==> config.mk <==
export PLATFORM = sky130hd
export DESIGN_NAME = core_dpll_power_domain_sequencer
export DESIGN_NICKNAME = d
export VERILOG_FILES = /design/src/pkg/pwr_seq_pkg.sv /design/src/logic/core_dpll_power_domain_sequencer.sv
export SDC_FILE = /design/constraint.sdc
export NUM_CORES = 1
export LEC_CHECK = 0
export ABC_AREA = 1
export BUFFER_PORTS_ARGS = -buffer_cell sky130_fd_sc_hd__buf_2
export CAP_MARGIN = 20
export CORE_MARGIN = 4
export CORE_UTILIZATION = 47
export DETAILED_ROUTE_END_ITERATION = 8
export HOLD_SLACK_MARGIN = 0.05
export PLACE_DENSITY = 0.82
export SLEW_MARGIN = 20
export SYNTH_ARGS = -nofsm -noshare
export SYNTH_HDL_FRONTEND = slang
export SYNTH_SLANG_ARGS = --single-unit
==> constraint.sdc <==
create_clock -name clk -period 1.7 [get_ports clk]
set_input_delay 0.34 -clock clk [delete_from_list [all_inputs] [get_ports clk]]
set_output_delay 0.34 -clock clk [all_outputs]
set_load 0.02 [all_outputs]
==> src/pkg/pwr_seq_pkg.sv <==
// power sequencer package: register map, field layout, states, pin groups
//
// Summary of operation
// - auto field 1 or 5 lets dpll stop
// - auto field 0 keeps dpll locked always
// - memory control reset on core return from off or open-switch, warm reset
// - dependency enable wakes peripheral with core
// - previous state in bits 1:0, off=0, on=3
// - graphics interface clock enable forces dpll locked
// - bypass decision ignores graphics functional clock
// - idle request held until lock actually seen
package pwr_seq_pkg;

    // register byte addresses
    localparam logic [7:0] ADDR_AUTO      = 8'h00;
    localparam logic [7:0] ADDR_DOM       = 8'h04;
    localparam logic [7:0] ADDR_GFX       = 8'h08;
    localparam logic [7:0] ADDR_PREV_CORE = 8'h0C;
    localparam logic [7:0] ADDR_PREV_PER  = 8'h10;
    localparam logic [7:0] ADDR_STAT      = 8'h14;

    // dpll_autoidle_control field codes
    localparam logic [2:0] AUTO_MANUAL = 3'h0;
    localparam logic [2:0] AUTO_STOP   = 3'h1;
    localparam logic [2:0] AUTO_ALT    = 3'h5;
    localparam logic [2:0] AUTO_RST    = 3'h0;

    // power state codes
    localparam logic [1:0] PS_OFF  = 2'h0;
    localparam logic [1:0] PS_OPEN_SWITCH_RETENTION = 2'h1;
    localparam logic [1:0] PS_CLOSED_SWITCH_RETENTION = 2'h2;
    localparam logic [1:0] PS_ON   = 2'h3;

    // field positions
    localparam int DOM_CORE_LSB = 0;
    localparam int DOM_PER_LSB  = 2;
    localparam int DOM_DEP_BIT  = 4;
    localparam int GFX_FCLK_BIT = 0;
    localparam int GFX_ICLK_BIT = 1;
    localparam logic [1:0] GFX_RST = 2'h0;

    // dpll control states, gray along lock-idle-bypass-relock
    typedef enum logic [1:0] {
        D_LOCK = 2'b00,
        D_IDLE = 2'b01,
        D_BYP  = 2'b11,
        D_RELK = 2'b10
    } dpll_e;

    // asynchronous inputs from outside
    typedef struct packed {
        logic sleepReq;
        logic coreWake;
        logic perWake;
        logic warmReset;
        logic dpllLocked;
    } pins_s;

    // sequencer outputs
    typedef struct packed {
        logic       dpllBypass;
        logic       memIdleReq;
        logic       memCtrlReset;
        logic [1:0] coreState;
        logic [1:0] perState;
    } pmOut_s;

endpackage

==> src/logic/core_dpll_power_domain_sequencer.sv <==
// core dpll and power domain sequencer with register port
//
// Added by the designer: the register addresses and the plain strobed port.
`timescale 1ns/1ps
module core_dpll_power_domain_sequencer (
    // clock and reset
    input  wire logic                clk,
    input  wire logic                resetn,
    // register port
    input  wire logic [7:0]          regAddr,
    input  wire logic [31:0]         regWdata,
    input  wire logic                regWr,
    input  wire logic                regRd,
    output logic      [31:0]         regRdata,
    // pins
    input  wire pwr_seq_pkg::pins_s  pins,
    output pwr_seq_pkg::pmOut_s      pmOut
);
    import pwr_seq_pkg::*;

    // ************************************************
    // input synchroniser
    // ************************************************
    pins_s  pinMeta_q;
    pins_s  pinSync_q;

    // first stage is read only by the second
    always_ff @(posedge clk or negedge resetn) begin
        if (!resetn) begin
            pinMeta_q <= '0;
            pinSync_q <= '0;
        end else begin
            pinMeta_q <= pins;
            pinSync_q <= pinMeta_q;
        end
    end

    // ************************************************
    // registers
    // ************************************************
    logic [2:0]  autoMode_q;
    logic [1:0]  coreTgt_q;
    logic [1:0]  perTgt_q;
    logic        wakeDep_q;
    logic [1:0]  gfxEn_q;
    logic [1:0]  corePrev_q;
    logic [1:0]  perPrev_q;
    logic [1:0]  coreState_q;
    logic [1:0]  perState_q;
    logic [1:0]  coreLatch_q;
    logic [1:0]  perLatch_q;
    logic [31:0] regRdata_q;
    logic        bypass_q;
    logic        idleReq_q;
    logic        memRst_q;
    dpll_e       dState_q;
    dpll_e       dState_d;

    // write decode
    wire wrAuto = regWr && (regAddr == ADDR_AUTO);
    wire wrDom  = regWr && (regAddr == ADDR_DOM);
    wire wrGfx  = regWr && (regAddr == ADDR_GFX);

    // software fields; fields are sampled here on clk and used
    // only at transition boundaries below
    always_ff @(posedge clk or negedge resetn) begin
        if (!resetn) begin
            autoMode_q <= AUTO_RST;
            coreTgt_q  <= PS_ON;
            perTgt_q   <= PS_ON;
            wakeDep_q  <= 1'b0;
            gfxEn_q    <= GFX_RST;
        end else begin
            if (wrAuto) autoMode_q <= regWdata[2:0];
            if (wrDom) begin
                coreTgt_q <= regWdata[DOM_CORE_LSB +: 2];
                perTgt_q  <= regWdata[DOM_PER_LSB +: 2];
                wakeDep_q <= regWdata[DOM_DEP_BIT];
            end
            if (wrGfx) gfxEn_q <= regWdata[1:0];
        end
    end

    // read mux; unmapped addresses read zero
    wire [31:0] statWord = {24'h0, perState_q, coreState_q, 1'b0,
                            idleReq_q, bypass_q, pinSync_q.dpllLocked};
    wire [31:0] rdMux =
        (regAddr == ADDR_AUTO)      ? {29'h0, autoMode_q} :
        (regAddr == ADDR_DOM)       ? {27'h0, wakeDep_q, perTgt_q, coreTgt_q} :
        (regAddr == ADDR_GFX)       ? {30'h0, gfxEn_q} :
        (regAddr == ADDR_PREV_CORE) ? {30'h0, corePrev_q} :
        (regAddr == ADDR_PREV_PER)  ? {30'h0, perPrev_q} :
        (regAddr == ADDR_STAT)      ? statWord : 32'h0;

    // data stand only in the cycle after the read strobe
    always_ff @(posedge clk or negedge resetn) begin
        if (!resetn) regRdata_q <= 32'h0;
        else         regRdata_q <= regRd ? rdMux : 32'h0;
    end

    // ************************************************
    // power domain sequencing
    // ************************************************
    wire coreOn    = (coreState_q == PS_ON);
    wire perOn     = (perState_q == PS_ON);
    wire coreSleep = pinSync_q.sleepReq && coreOn && (coreTgt_q != PS_ON);
    wire coreAbort = pinSync_q.sleepReq && coreOn && (coreTgt_q == PS_ON);
    wire perSleep  = coreSleep && perOn && (perTgt_q != PS_ON);
    wire coreWakeE = pinSync_q.coreWake && !coreOn;
    // dependency ties peripheral wake to the core wake pin
    wire perWakeE  = !perOn && (pinSync_q.perWake ||
                     (wakeDep_q && pinSync_q.coreWake));
    wire coreDeep  = (coreState_q == PS_OFF) || (coreState_q == PS_OPEN_SWITCH_RETENTION);

    // targets are latched once per transition so a late write
    // cannot change a state already being entered
    always_ff @(posedge clk or negedge resetn) begin
        if (!resetn) begin
            coreState_q <= PS_ON;
            perState_q  <= PS_ON;
            coreLatch_q <= PS_ON;
            perLatch_q  <= PS_ON;
        end else begin
            if (coreSleep) coreLatch_q <= coreTgt_q;
            if (perSleep)  perLatch_q  <= perTgt_q;
            if (coreSleep)      coreState_q <= coreTgt_q;
            else if (coreWakeE) coreState_q <= PS_ON;
            if (perSleep)       perState_q  <= perTgt_q;
            else if (perWakeE)  perState_q  <= PS_ON;
        end
    end

    // last state entered, written on wake, and for the core also on an aborted sleep
    always_ff @(posedge clk or negedge resetn) begin
        if (!resetn) begin
            corePrev_q <= PS_ON;
            perPrev_q  <= PS_ON;
        end else begin
            if (coreWakeE)      corePrev_q <= coreLatch_q;
            else if (coreAbort) corePrev_q <= PS_ON;
            if (perWakeE)       perPrev_q  <= perLatch_q;
        end
    end

    // memory control reset: core back from off or open-switch,
    // or warm reset; no module soft reset reaches it
    wire memRst_d = pinSync_q.warmReset || (coreWakeE && coreDeep);
    always_ff @(posedge clk or negedge resetn) begin
        if (!resetn) memRst_q <= 1'b0;
        else         memRst_q <= memRst_d;
    end

    // ************************************************
    // dpll control
    // ************************************************
    wire isAuto = (autoMode_q == AUTO_STOP) || (autoMode_q == AUTO_ALT);
    // interface clock enable keeps the tree alive so the dpll
    // must stay locked; functional clock is left out on purpose,
    // so a bypass can slow it unless fed from peripheral_dpll
    wire autoOk  = isAuto && !gfxEn_q[GFX_ICLK_BIT];
    wire wantByp = autoOk && !coreOn;
    wire lockIn  = pinSync_q.dpllLocked;

    // next state; relock waits on the real lock, not a guess
    always_comb begin
        dState_d = dState_q;
        case (dState_q)
            D_LOCK:  if (wantByp) dState_d = D_IDLE;
            D_IDLE:  dState_d = wantByp ? D_BYP : D_RELK;
            D_BYP:   if (!wantByp) dState_d = D_RELK;
            D_RELK:  if (lockIn) dState_d = D_LOCK;
            default: dState_d = D_RELK;
        endcase
    end

    always_ff @(posedge clk or negedge resetn) begin
        if (!resetn) begin
            dState_q  <= D_LOCK;
            bypass_q  <= 1'b0;
            idleReq_q <= 1'b0;
        end else begin
            dState_q  <= dState_d;
            bypass_q  <= (dState_d == D_BYP);
            idleReq_q <= (dState_d != D_LOCK);
        end
    end

    // ************************************************
    // outputs
    // ************************************************
    assign regRdata = regRdata_q;
    assign pmOut    = '{dpllBypass: bypass_q, memIdleReq: idleReq_q,
                        memCtrlReset: memRst_q, coreState: coreState_q,
                        perState: perState_q};
endmodule

=== Word level (Yosys, flattened, before mapping) ===
Cells that the tools add are included.

* Memories: 0
* Bits in latches: 0
* Register bits after elaboration: 45
* RAM bits: 0
* Memory bits (read-only): 0
* Output and inout port bits: 39

* Bitwise logic cells: 0
* Reductions and logical operators: 28
* Mux-type cells: 18
* Divide/modulo/power cells: 0
* Order comparisons: 0
* Equality and inequality tests: 17
* Multipliers: 0
* Shift operators: 0
* Add/sub/neg operators: 0

{| class="wikitable"
|+ Operators with widths
! cell !! count
|-
| 8-bit two-way mux || 7
|-
| 2-bit two-way mux || 9
|-
| 8-bit by 4-bit == test with 1-bit output, second input constant || 2
|-
| 8-bit by 5-bit == test with 1-bit output, second input constant || 2
|-
| 1-bit logical AND || 14
|-
| 2-bit == test, second input constant || 6
|-
| 8-bit by 3-bit == test with 1-bit output, second input constant || 1
|-
| 8-bit zero test || 1
|-
| 2-bit case mux with 4 select lines || 1
|-
| 2-bit nonzero test || 4
|-
| 2-bit by 1-bit == test with 1-bit output, second input constant || 2
|-
| 2-bit zero test || 2
|-
| 1-bit logical OR || 4
|-
| 2-bit != test, second input constant || 2
|-
| 3-bit by 1-bit == test with 1-bit output, second input constant || 1
|-
| 3-bit == test, second input constant || 1
|-
| 1-bit zero test || 3
|-
| 1-bit two-way mux || 1
|}

=== Longest topological paths before layout ===
Gate-level depths: netlist (run 1).

* Depth in word-level cells: 8
* Depth in mapped cells: 9
* Depth with buffers taken out: 8

=== Worst setup path after synthesis (run 1) ===
No wires, ideal clock.

* Path kind: reg2reg
* Start point: register coreState_q[1]
* End point: register perLatch_q[0]
* Cell stages (with the launch flop): 7
* Setup slack: 0.365 ns
* Buffers on the path: 0
* Data required time: 1.621 ns
* Data arrival time: 1.257 ns
* Cells stage by stage: dfstp_2 > nand2_2 > nor2_4 > nand2_2 > a211oi_4 > nand2_1 > o21ai_0

* Cells in the longest elaborated chain, start to end: 5

{| class="wikitable"
|+ RTL lines
! item !! line !! RTL
|-
| start: declaration || core_dpll_power_domain_sequencer.sv:48 || <nowiki>logic [1:0] coreState_q;</nowiki>
|-
| start signal: assignment || core_dpll_power_domain_sequencer.sv:126 || <nowiki>if (coreSleep) coreState_q <= coreTgt_q;</nowiki>
|-
| 2-bit == test || core_dpll_power_domain_sequencer.sv:104 || <nowiki>wire coreOn = (coreState_q == PS_ON);</nowiki>
|-
| 1-bit logical AND (2 in series) || core_dpll_power_domain_sequencer.sv:106 || <nowiki>wire coreSleep = pinSync_q.sleepReq && coreOn && (coreTgt_q != PS_ON);</nowiki>
|-
| 1-bit logical AND (2 in series) || core_dpll_power_domain_sequencer.sv:108 || <nowiki>wire perSleep = coreSleep && perOn && (perTgt_q != PS_ON);</nowiki>
|-
| end signal: assignment || core_dpll_power_domain_sequencer.sv:125 || <nowiki>if (perSleep) perLatch_q <= perTgt_q;</nowiki>
|-
| end: declaration || core_dpll_power_domain_sequencer.sv:51 || <nowiki>logic [1:0] perLatch_q;</nowiki>
|}

Every way passes these cells.
A chain may end at the register's enable or synchronous reset.

=== Worst setup path in the final report (run 1) ===
* Start point: register coreState_q[0]
* End point: register perState_q[0]

* Cells in the longest elaborated chain, start to end: 6
* Elaborated cells between the ends (all ways): 7

{| class="wikitable"
|+ RTL lines
! item !! line !! RTL
|-
| 2-bit == test * || core_dpll_power_domain_sequencer.sv:104 ||
|-
| 1-bit logical AND * (2 in series) || core_dpll_power_domain_sequencer.sv:106 ||
|-
| 1-bit logical AND * (2 in series) || core_dpll_power_domain_sequencer.sv:108 ||
|-
| 2-bit two-way mux or 2-bit nonzero test (tied branches) || -- ||
|-
| end signal: assignment || core_dpll_power_domain_sequencer.sv:128 || <nowiki>if (perSleep) perState_q <= perTgt_q;</nowiki>
|-
| end: declaration || core_dpll_power_domain_sequencer.sv:49 || <nowiki>logic [1:0] perState_q;</nowiki>
|}

Mark *: on every way between the ends. The rest lies on a longest branch, timed or not.

==> results of run 1 <==
layout make-up:
| class | count | area (um^2) | area share [%] |
|---|---|---|---|
| clock buffer | 6 | 72.6 | 3.15 |
| clock inverter | 2 | 35.0 | 1.52 |
| inverter | 26 | 97.6 | 4.23 |
| multi-input combinational | 141 | 704 | 30.5 |
| sequential | 45 | 1150 | 49.7 |
| tap | 50 | 62.6 | 2.71 |
| timing repair buffer | 37 | 188 | 8.14 |
synthesized netlist by cell type (all sizes together):
library cell / number / area (um^2)
nand2: 51 / 216
dfrtp: 29 / 726
buf: 28 / 214
inv: 26 / 97.6
o21ai: 21 / 105
dfstp: 16 / 420
nor2: 14 / 82.6
nand3: 10 / 55.1
a21oi: 9 / 48.8
nor3b: 3 / 22.5
o21bai: 2 / 15.0
or2: 2 / 12.5
a211oi: 1 / 20.0
a32oi: 1 / 8.76
and2: 1 / 8.76
conb: 1 / 3.75
nand4: 1 / 6.26
o211ai: 1 / 12.5
metal layers:
metal | routed length, um | track usage, % | vias up | share of wire, %
met5 | 0 | 0 | - | 0
met1 | 1550 | 17.2 | 649 | 44
met4 | 57 | 5.93 | 0 | 1.6
met3 | 214 | 4.46 | 9 | 6.1
li1 | - | - | 708 | -
met2 | 1680 | 22.3 | 41 | 48
worst reg2reg max path, stage by stage (launching register included):
cell and delay (ns):
dfstp_2 0.58, nand2_2 0.11, nor2_4 0.10, nand2_2 0.11, a211oi_4 0.25, nand2_1 0.11, o21ai_0 0.11
cell families (layout without fill, tap and decap cells):
group / Yosys count / in the layout / share of synthesized area (%)
other: 1 / 24 / 0.181
DFF: 45 / 45 / 55.2
buffers and inverters: 54 / 71 / 15.0
and+or+nand+nor: 82 / 82 / 19.5
AOI/OAI and AO/OA: 35 / 35 / 10.1
power by group:
| part | internal [mW] | total, mW | switching, mW |
|---|---|---|---|
| Sequential | 1.28 | 1.39 | 0.101 |
| Combinational | 0.164 | 0.517 | 0.353 |
| Clock | 0.436 | 0.779 | 0.343 |
| Total | 1.88 | 2.68 | 0.797 |
worst max-delay path by stage:
stage	from	to	depth (start not counted)
2_1_floorplan	coreState_q[1]	perLatch_q[0]	6
3_3_place_gp	coreState_q[1]	perState_q[0]	6
3_5_place_dp	coreState_q[0]	perState_q[0]	6
4_1_cts	coreState_q[0]	perState_q[0]	6
5_1_grt	coreState_q[0]	perState_q[0]	6
6_report	coreState_q[0]	perState_q[0]	6
state kept, by name, indices dropped and copies added, names as in the netlist, 3 cells and up:
register,flops
regRdata,8
pinMeta_q,5
pinSync_q,4
autoMode_q,3
==> run summary, run 1 <==
Core ar.: 4140 um^2
H-tree levels: 2
RePlAce Congestion: 0.816
Final min period: 1.46 ns
Final Util: 55.6%
Setup Buffers After CTS: 0
worst path cell trace: nand2_2 -> nor2_4 -> nand2_2 -> a211oi_4 -> nand2_1 -> o21ai_0
most common cell after layout, fill and taps aside: nand2_1
Std-Cell Rows: 23
Fin Hold WS: 0.107 ns
Post-DRT Antenna Nets: 0
nets@finish: 305
Slowest cell on crit path: dfstp_2
placed instance area: 2200 um^2
post-DP HPWL: 2690 um
CP startpoint kind: register
commonest cells after routing, fill and taps aside: nand2_1 (43), buf_2 (36), dfrtp_1 (29), conb_1 (24), inv_1 (18)
crit path capture type: register
CTS Buffer Depth: 2
Gates resized, CTS repair: 0
crit path kind: register to register
most frequent CP cell: nand2_2
Design Power: 2.68 mW
CP Data Required Time: 1.91 ns
CTS Hold Buffers Added: 0
Peak Freq: 0.683 GHz
critical path peak fanout: 6
Cell variety after synth: 28
Mapped Area: 2080 um^2
RSZ-0062 raised after global routing: no
sequential fraction of the synthesis area: 55.2%
initial core utilization: 50.1%
port bufs: 36
FF-to-FF path depth: 6
final critical-path setup slack: 0.235 ns
FF-to-FF setup slack: 0.24 ns
largest net degree at the start of global routing: 46
Fin. Hold Viols: 0
filler cell count: 406
Crit path largest cell delay: 0.58 ns
endpoints failing setup: 0
initial antenna violation count: 0
Setup Total Neg Slack: 0 ns
Overflow after GRT: 0
layout cell share with drive strength beyond 1: 34.2%
clock sink count: 45
Ys Warns: 0
Total Routing Usage GR: 13.9%
Final Cell Area: 2310 um^2
routed vias: 1407
Pleak: 1.18 nW
Seq cells post-synth: 45
pwr/cell area: 1160 nW/um^2
Wirelength per Cell: 11.4 um
antenna cells: 0
status: finished clean
die area: 5540 um^2
Final Non-Filler Cells: 307
Slew Viols, Final: 0
max_slew headroom: 64.1%
clock-pin slew of the registers on the worst-case setup and hold paths: 0.08 ns
Hold Path Class: input pin to asynchronous set/reset pin
first-pass GRT wire length: 5750 um
reg-to-reg startpoint: coreState_q[0]
Peak supply drop: 0.643 mV
cts bufs inserted: 5
max cap viols: 0
final WL: 3500 um
drt initial violations: 75
DIE HEIGHT: 74.5 um
WP data arrival: 1.68 ns
IO Pins: 88
root buffer cell: clkbuf_8
post-synthesis instance total: 217
DRT Pass-1 Iters: 4
clock latency on the worst-skew pair: 0.29 ns
worst slew pin tran: 0.538 ns
drt drc: 0
Post-Place Setup Slack: 0.243 ns
vias in the first global route: 1291
crit path buf inv count: 0
r2r endpoint: perState_q[0]
clock skew: 0.00990 ns
fin crit share: 86.2%
dpl cells: 299
family with the most delay on the worst path: flip-flops
die width: 74.5 um
Syn-to-layout area delta: 11.1%
CTS tree: built
Syn Area/Cell: 9.57 um^2
Via-to-Cell Ratio: 4.58
No activity file was read; power rests on OpenSTA's default activity.
==> run 2: changes to the inputs <==
- HOLD_SLACK_MARGIN: 0.05 -> 0.08
- clock period: 1.7 -> 1.5 ns (I/O delays scaled with it)
==> run 2 against run 1 <==
Net effect: combinational power rose by 48%; wire length rose by 5.5%; worst hold slack got worse by 0.0080 ns; sequential cell count did not move; final cell count rose by 2.6%; total power rose by 16%; clock power fell by 2%; setup slack got worse by 0.20 ns; final area rose by 3.1%; critical path type unchanged; critical endpoint is now perLatch_q[0].
==> run summary, run 2 (synthesis results as in run 1) <==
Peak supply drop: 0.813 mV (+27%)
Slowest cell on crit path: dfstp_2
worst path cell trace: nand2_4 -> nor2_4 -> nand2_4 -> a211oi_4 -> buf_4 -> o21ai_1
largest net degree at the start of global routing: 46 (unchanged)
crit path buf inv count: 1 (+1)
antenna cells: 0 (unchanged)
first-pass GRT wire length: 5880 um (+2.3%)
cts bufs inserted: 5 (unchanged)
crit path kind: register to register
sw power: 0.958 mW (+20%)
Sw Share: 30.9% (+1.2 points)
pwr/cell area: 1300 nW/um^2 (+12%)
Final min period: 1.47 ns (+0.00458 ns)
max FFs per register: 8 (unchanged)
RSZ-0062 raised after global routing: yes
clock sink count: 45 (unchanged)
Slew Viols, Final: 0 (unchanged)
CP Data Required Time: 1.73 ns (-0.18 ns)
vias in the first global route: 1264 (-2.1%)
Reg area: 1150 um^2 (unchanged)
critical path peak fanout: 6 (unchanged)
commonest cells after routing, fill and taps aside: nand2_1 (43), buf_2 (36), dfrtp_1 (29), conb_1 (24), inv_1 (18)
RePlAce Congestion: 0.803 (-1.6%)
initial antenna violation count: 0 (unchanged)
status: finished clean
clock skew: 0.00856 ns (-0.00135 ns)
Pleak: 1.22 nW (+2.9%)
Fin. Hold Viols: 0 (unchanged)
Final Non-Filler Cells: 315 (+2.6%)
routed vias: 1419 (+0.85%)
H-tree levels: 2 (unchanged)
final WL: 3690 um (+5.5%)
Crit path largest cell delay: 0.58 ns (about the same)
combinational power share: 24.7% (+5.4 points)
placed instance area: 2220 um^2 (+0.91%)
Overflow after GRT: 0 (unchanged)
DRT Pass-1 Iters: 4 (unchanged)
fin crit share: 98.0% (+12 points)
Core ar.: 4140 um^2 (unchanged)
Multi-input gate area: 714 um^2 (+1.4%)
Hold Path Class: input pin to register
nets@finish: 313 (+2.6%)
Peak Freq: 0.681 GHz (-0.31%)
Total Routing Usage GR: 14.0% (+0.15 points)
drt drc: 0 (unchanged)
crit path capture type: register
Fin Hold WS: 0.0994 ns (-0.00799 ns)
filler cell count: 373 (-8.1%)
most common cell after layout, fill and taps aside: nand2_1
clock latency on the worst-skew pair: 0.30 ns (about the same)
Syn-to-layout area delta: 14.5%
WP data arrival: 1.70 ns (+0.02 ns)
Post-DRT Antenna Nets: 0 (unchanged)
most frequent CP cell: nand2_4
dpl cells: 300 (+0.33%)
CP startpoint kind: register
Clock Power Share: 24.7% (-4.4 points)
Wirelength per Cell: 11.7 um (+2.8%)
root buffer cell: clkbuf_8
die area: 5540 um^2 (unchanged)
port bufs: 36 (unchanged)
Flop pwr share: 50.7% (-1.0 points)
Final Cell Area: 2380 um^2 (+3.1%)
CTS Buffer Depth: 2 (unchanged)
family with the most delay on the worst path: flip-flops
clock-pin slew of the registers on the worst-case setup and hold paths: 0.08 ns (about the same)
IO Pins: 88 (unchanged)
initial core utilization: 50.1% (unchanged)
CTS tree: built
drt initial violations: 67 (-11%)
layout cell share with drive strength beyond 1: 35.8% (+1.6 points)
max cap viols: 0 (unchanged)
post-DP HPWL: 2690 um (+0.12%)
Via-to-Cell Ratio: 4.50 (-1.7%)
Setup Total Neg Slack: 0 ns (unchanged)
die width: 74.5 um (unchanged)
DIE HEIGHT: 74.5 um (unchanged)
Int Pwr: 2.14 mW (+14%)
endpoints failing setup: 0 (unchanged)
Std-Cell Rows: 23 (unchanged)
-- run 2: final cells by class --
type                       count  area share, %
clock buffer                   7           3.63
timing repair buffer          45           11.1
clock inverter                 1          0.316
inverter                      26           4.11
sequential                    45           48.2
multi-input combinational    141           30.1
tap                           50           2.63
-- run 2: routing by layer --
metal | vias to the layer above | global-route usage (%) | part of all wire [%]
met3 | 6 | 3.92 | 6.0
met4 | 0 | 5.93 | 1.6
met1 | 655 | 19.1 | 43
met5 | - | 0 | 0
li1 | 724 | - | -
met2 | 34 | 21.2 | 50
-- run 2: worst paths after layout --
| check | start | endpoint | slack [ns] | depth (start not counted) |
|---|---|---|---|---|
| setup reg to reg | coreState_q[0] | perLatch_q[0] | 0.03 | 6 |
| max in group asynchronous | resetn | corePrev_q[1] | 0.73 | 3 |
| hold reg to reg | pinMeta_q[1] | pinSync_q[1] | 0.35 | 0 |
| setup / recovery | coreState_q[0] | perLatch_q[0] | 0.03 | 6 |
| hold / removal | pins[1] | pinMeta_q[1] | 0.1 | 1 |
| min in group asynchronous | resetn | pinMeta_q[3] | 0.50 | 3 |
-- run 2: power groups by stage --
stage          Combinational, mW  Clock [mW]  Sequential (mW)
6_report                   0.764       0.763             1.57
5_1_grt                    0.848       0.828             1.59
4_1_cts                    0.629       0.788             1.56
3_5_place_dp               0.627           0             1.58
3_3_place_gp               0.614           0             1.58
2_1_floorplan              0.414           0             1.63
-- run 2: worst register-to-register path: stages, from the launching register on --
cell and delay, ns:
dfstp_2 0.58, nand2_4 0.07, nor2_4 0.14, nand2_4 0.09, a211oi_4 0.31, buf_4 0.17, o21ai_1 0.05
-- run 2: per-stage QoR --
step           utilization [%]  setup slack (ns)  total power, mW
2_1_floorplan                -             0.165             2.04
3_3_place_gp              53.5             0.120             2.19
3_5_place_dp              53.5             0.102             2.21
4_1_cts                   56.0            0.0635             2.98
5_1_grt                   57.4           -0.0456             3.27
6_report                  57.4            0.0307             3.10
-- run 2: what timing repair did --
action / CTS / global route
endpoints found under the hold margin: 29 / 0
setup endpoints to repair: 0 / 4
buffers inserted: 0 / 6
resized for setup: 0 / 4
hold buffers: 1 / 0
==> run 3: changes to the inputs <==
- CELL_PAD_IN_SITES_DETAIL_PLACEMENT: not set -> 1
- CELL_PAD_IN_SITES_GLOBAL_PLACEMENT: not set -> 1
- CORE_UTILIZATION: 47 -> 34
- PLACE_DENSITY: 0.82 -> 0.81
==> run 3 against run 2 <==
Net effect: maximum frequency down 1.5%; sequential cell count unchanged; register-to-register slack worse by 0.02 ns; first-iteration DRC count decreased by 21%; clock skew about the same; core utilization fell by 17 points; sequential power is essentially flat; setup slack got worse by 0.022 ns; critical endpoint is now perState_q[1]; largest power group unchanged.
==> run summary, run 3 (synthesis results as in run 1) <==
Fin Hold WS: 0.105 ns (+0.00514 ns)
Reg area: 1150 um^2 (unchanged)
reg-to-reg startpoint: coreState_q[0]
Total Routing Usage GR: 12.2% (-1.9 points)
Clock Power Share: 23.6% (-1.1 points)
Hold Path Class: input pin to register
hold wc startpoint: pins[3]
filler cell count: 711 (+91%)
Wirelength per Cell: 13.0 um (+11%)
Int Pwr: 2.10 mW (-1.6%)
DRT Pass-1 Iters: 4 (unchanged)
CP Data Required Time: 1.72 ns (about the same)
FF-to-FF path depth: 6 (unchanged)
first-pass GRT wire length: 7070 um (+20%)
endpoints failing setup: 0 (unchanged)
dpl cells: 325 (+8.3%)
CP startpoint kind: register
Sw Share: 31.9% (+0.92 points)
initial core utilization: 35.1% (-15 points)
r2r endpoint: perState_q[1]
max cap viols: 0 (unchanged)
final WL: 4450 um (+21%)
largest net degree at the start of global routing: 46 (unchanged)
crit path kind: register to register
hold path cells: 1 (unchanged)
Slew Viols, Final: 0 (unchanged)
die width: 86.1 um (+16%)
Peak supply drop: 0.496 mV (-39%)
Fin. Hold Viols: 0 (unchanged)
nets@finish: 314 (+0.32%)
Overflow after GRT: 0 (unchanged)
initial antenna violation count: 0 (unchanged)
clock-pin slew of the registers on the worst-case setup and hold paths: 0.08 ns (about the same)
combinational power share: 25.5% (+0.8 points)
WP data arrival: 1.71 ns (about the same)
root buffer cell: clkbuf_8
Final Util: 40.6% (-17 points)
commonest cells after routing, fill and taps aside: nand2_1 (43), buf_2 (36), dfrtp_1 (29), conb_1 (24), inv_1 (18)
Post-DRT Antenna Nets: 0 (unchanged)
IO Pins: 88 (unchanged)
vias in the first global route: 1543 (+22%)
Hold Path End: pinMeta_q[3]
FF-to-FF setup slack: 0.008 ns (-0.02 ns)
cts bufs inserted: 5 (unchanged)
Peak Freq: 0.670 GHz (-1.5%)
Final min period: 1.49 ns (+0.0224 ns)
post-DP HPWL: 3270 um (+21%)
status: finished clean
fin crit share: 99.4% (+1.5 points)
clock latency on the worst-skew pair: 0.29 ns (about the same)
DIE HEIGHT: 86.1 um (+16%)
Via-to-Cell Ratio: 4.37 (-3.0%)
critical path peak fanout: 5 (-1)
Core ar.: 5920 um^2 (+43%)
clock sink count: 45 (unchanged)
sw power: 0.983 mW (+2.7%)
final critical-path setup slack: 0.00831 ns (-0.0224 ns)
H-tree levels: 2 (unchanged)
Post-Place Setup Slack: 0.0470 ns (-0.0551 ns)
CTS tree: built
port bufs: 36 (unchanged)
RSZ-0062 raised after global routing: yes
most common cell after layout, fill and taps aside: nand2_1
Syn-to-layout area delta: 15.9%
Std-Cell Rows: 28 (+22%)
die area: 7420 um^2 (+34%)
antenna cells: 0 (unchanged)
RePlAce Congestion: 0.792 (-1.4%)
clock skew: 0.00813 ns (-0.000423 ns)
Pleak: 1.22 nW (about the same)
Final Non-Filler Cells: 341 (+8.3%)
crit path capture type: register
routed vias: 1490 (+5.0%)
Flop pwr share: 50.9% (+0.2 points)
max FFs per register: 8 (unchanged)
drt drc: 0 (unchanged)
layout cell share with drive strength beyond 1: 35.7% (-0.13 points)
CTS Buffer Depth: 2 (unchanged)
pwr/cell area: 1280 nW/um^2 (-1.5%)
Multi-input gate area: 714 um^2 (unchanged)
drt initial violations: 53 (-21%)
[run 3: changes by cell type in the layout (fill, tap and decap cells not counted)]
cell | previous run | this run
o21ai_0 | 9 | 10
clkbuf_1 | 1 | 2
o21ai_1 | 12 | 11
buf_4 | 7 | 8
clkbuf_8 | 6 | 5
[run 3: repair_timing]
action / in CTS / in global routing
endpoints found under the setup margin: 0 / 4
buffers inserted: 0 / 7
hold buffers: 1 / 0
resized for setup: 0 / 3
endpoints found under the hold margin: 29 / 0
[run 3: per-layer routing]
metal	up-vias	track usage, %	wire (um)
li1	725	-	-
met1	713	15.3	1890
met2	45	20.0	2220
met3	7	3.27	266
met4	0	4.32	71
met5	-	0	0
[run 3: worst max-delay path by stage]
stage                          endpoint           start  cells after the start  slack, ns
after CTS                 perLatch_q[0]  coreState_q[0]                      6      0.004
after floorplan           perLatch_q[0]  coreState_q[1]                      6       0.16
final                     perState_q[1]  coreState_q[0]                      6      0.008
after global routing      perLatch_q[1]  coreState_q[0]                      6      -0.05
after detailed placement  perLatch_q[0]  coreState_q[0]                      6       0.05
after global placement    perLatch_q[0]  coreState_q[0]                      6       0.09
[run 3: worst max-delay path, cell delays in order (launching register included)]
cell and delay (ns):
dfstp_2 0.58, nand2_4 0.08, nor2_4 0.14, nand2_4 0.09
a211oi_4 0.30, buf_4 0.17, o21ai_0 0.07
[run 3: through the flow]
step	power, mW	instance area, um^2	setup TNS (ns)
final	3.09	2410	0
after global routing	3.27	2410	-0.167
after CTS	2.97	2340	0
after detailed placement	2.23	2250	0
after global placement	2.21	2250	0
after floorplan	2.04	2160	0
[run 3: layout make-up]
cell class	instances	area share, %
flip-flops and latches	45	47.6
multi-input cells	141	29.7
repair buffers	46	11.2
inverters	26	4.06
well taps	75	3.90
clock buffers	7	3.17
clock inverters	1	0.312
[run 3: power by group through the flow]
stage | logic, mW | clock network [mW] | registers, mW
3_3_place_gp | 0.623 | 0 | 1.58
5_1_grt | 0.871 | 0.808 | 1.59
3_5_place_dp | 0.639 | 0 | 1.59
6_report | 0.787 | 0.730 | 1.57
4_1_cts | 0.644 | 0.754 | 1.57
2_1_floorplan | 0.414 | 0 | 1.63
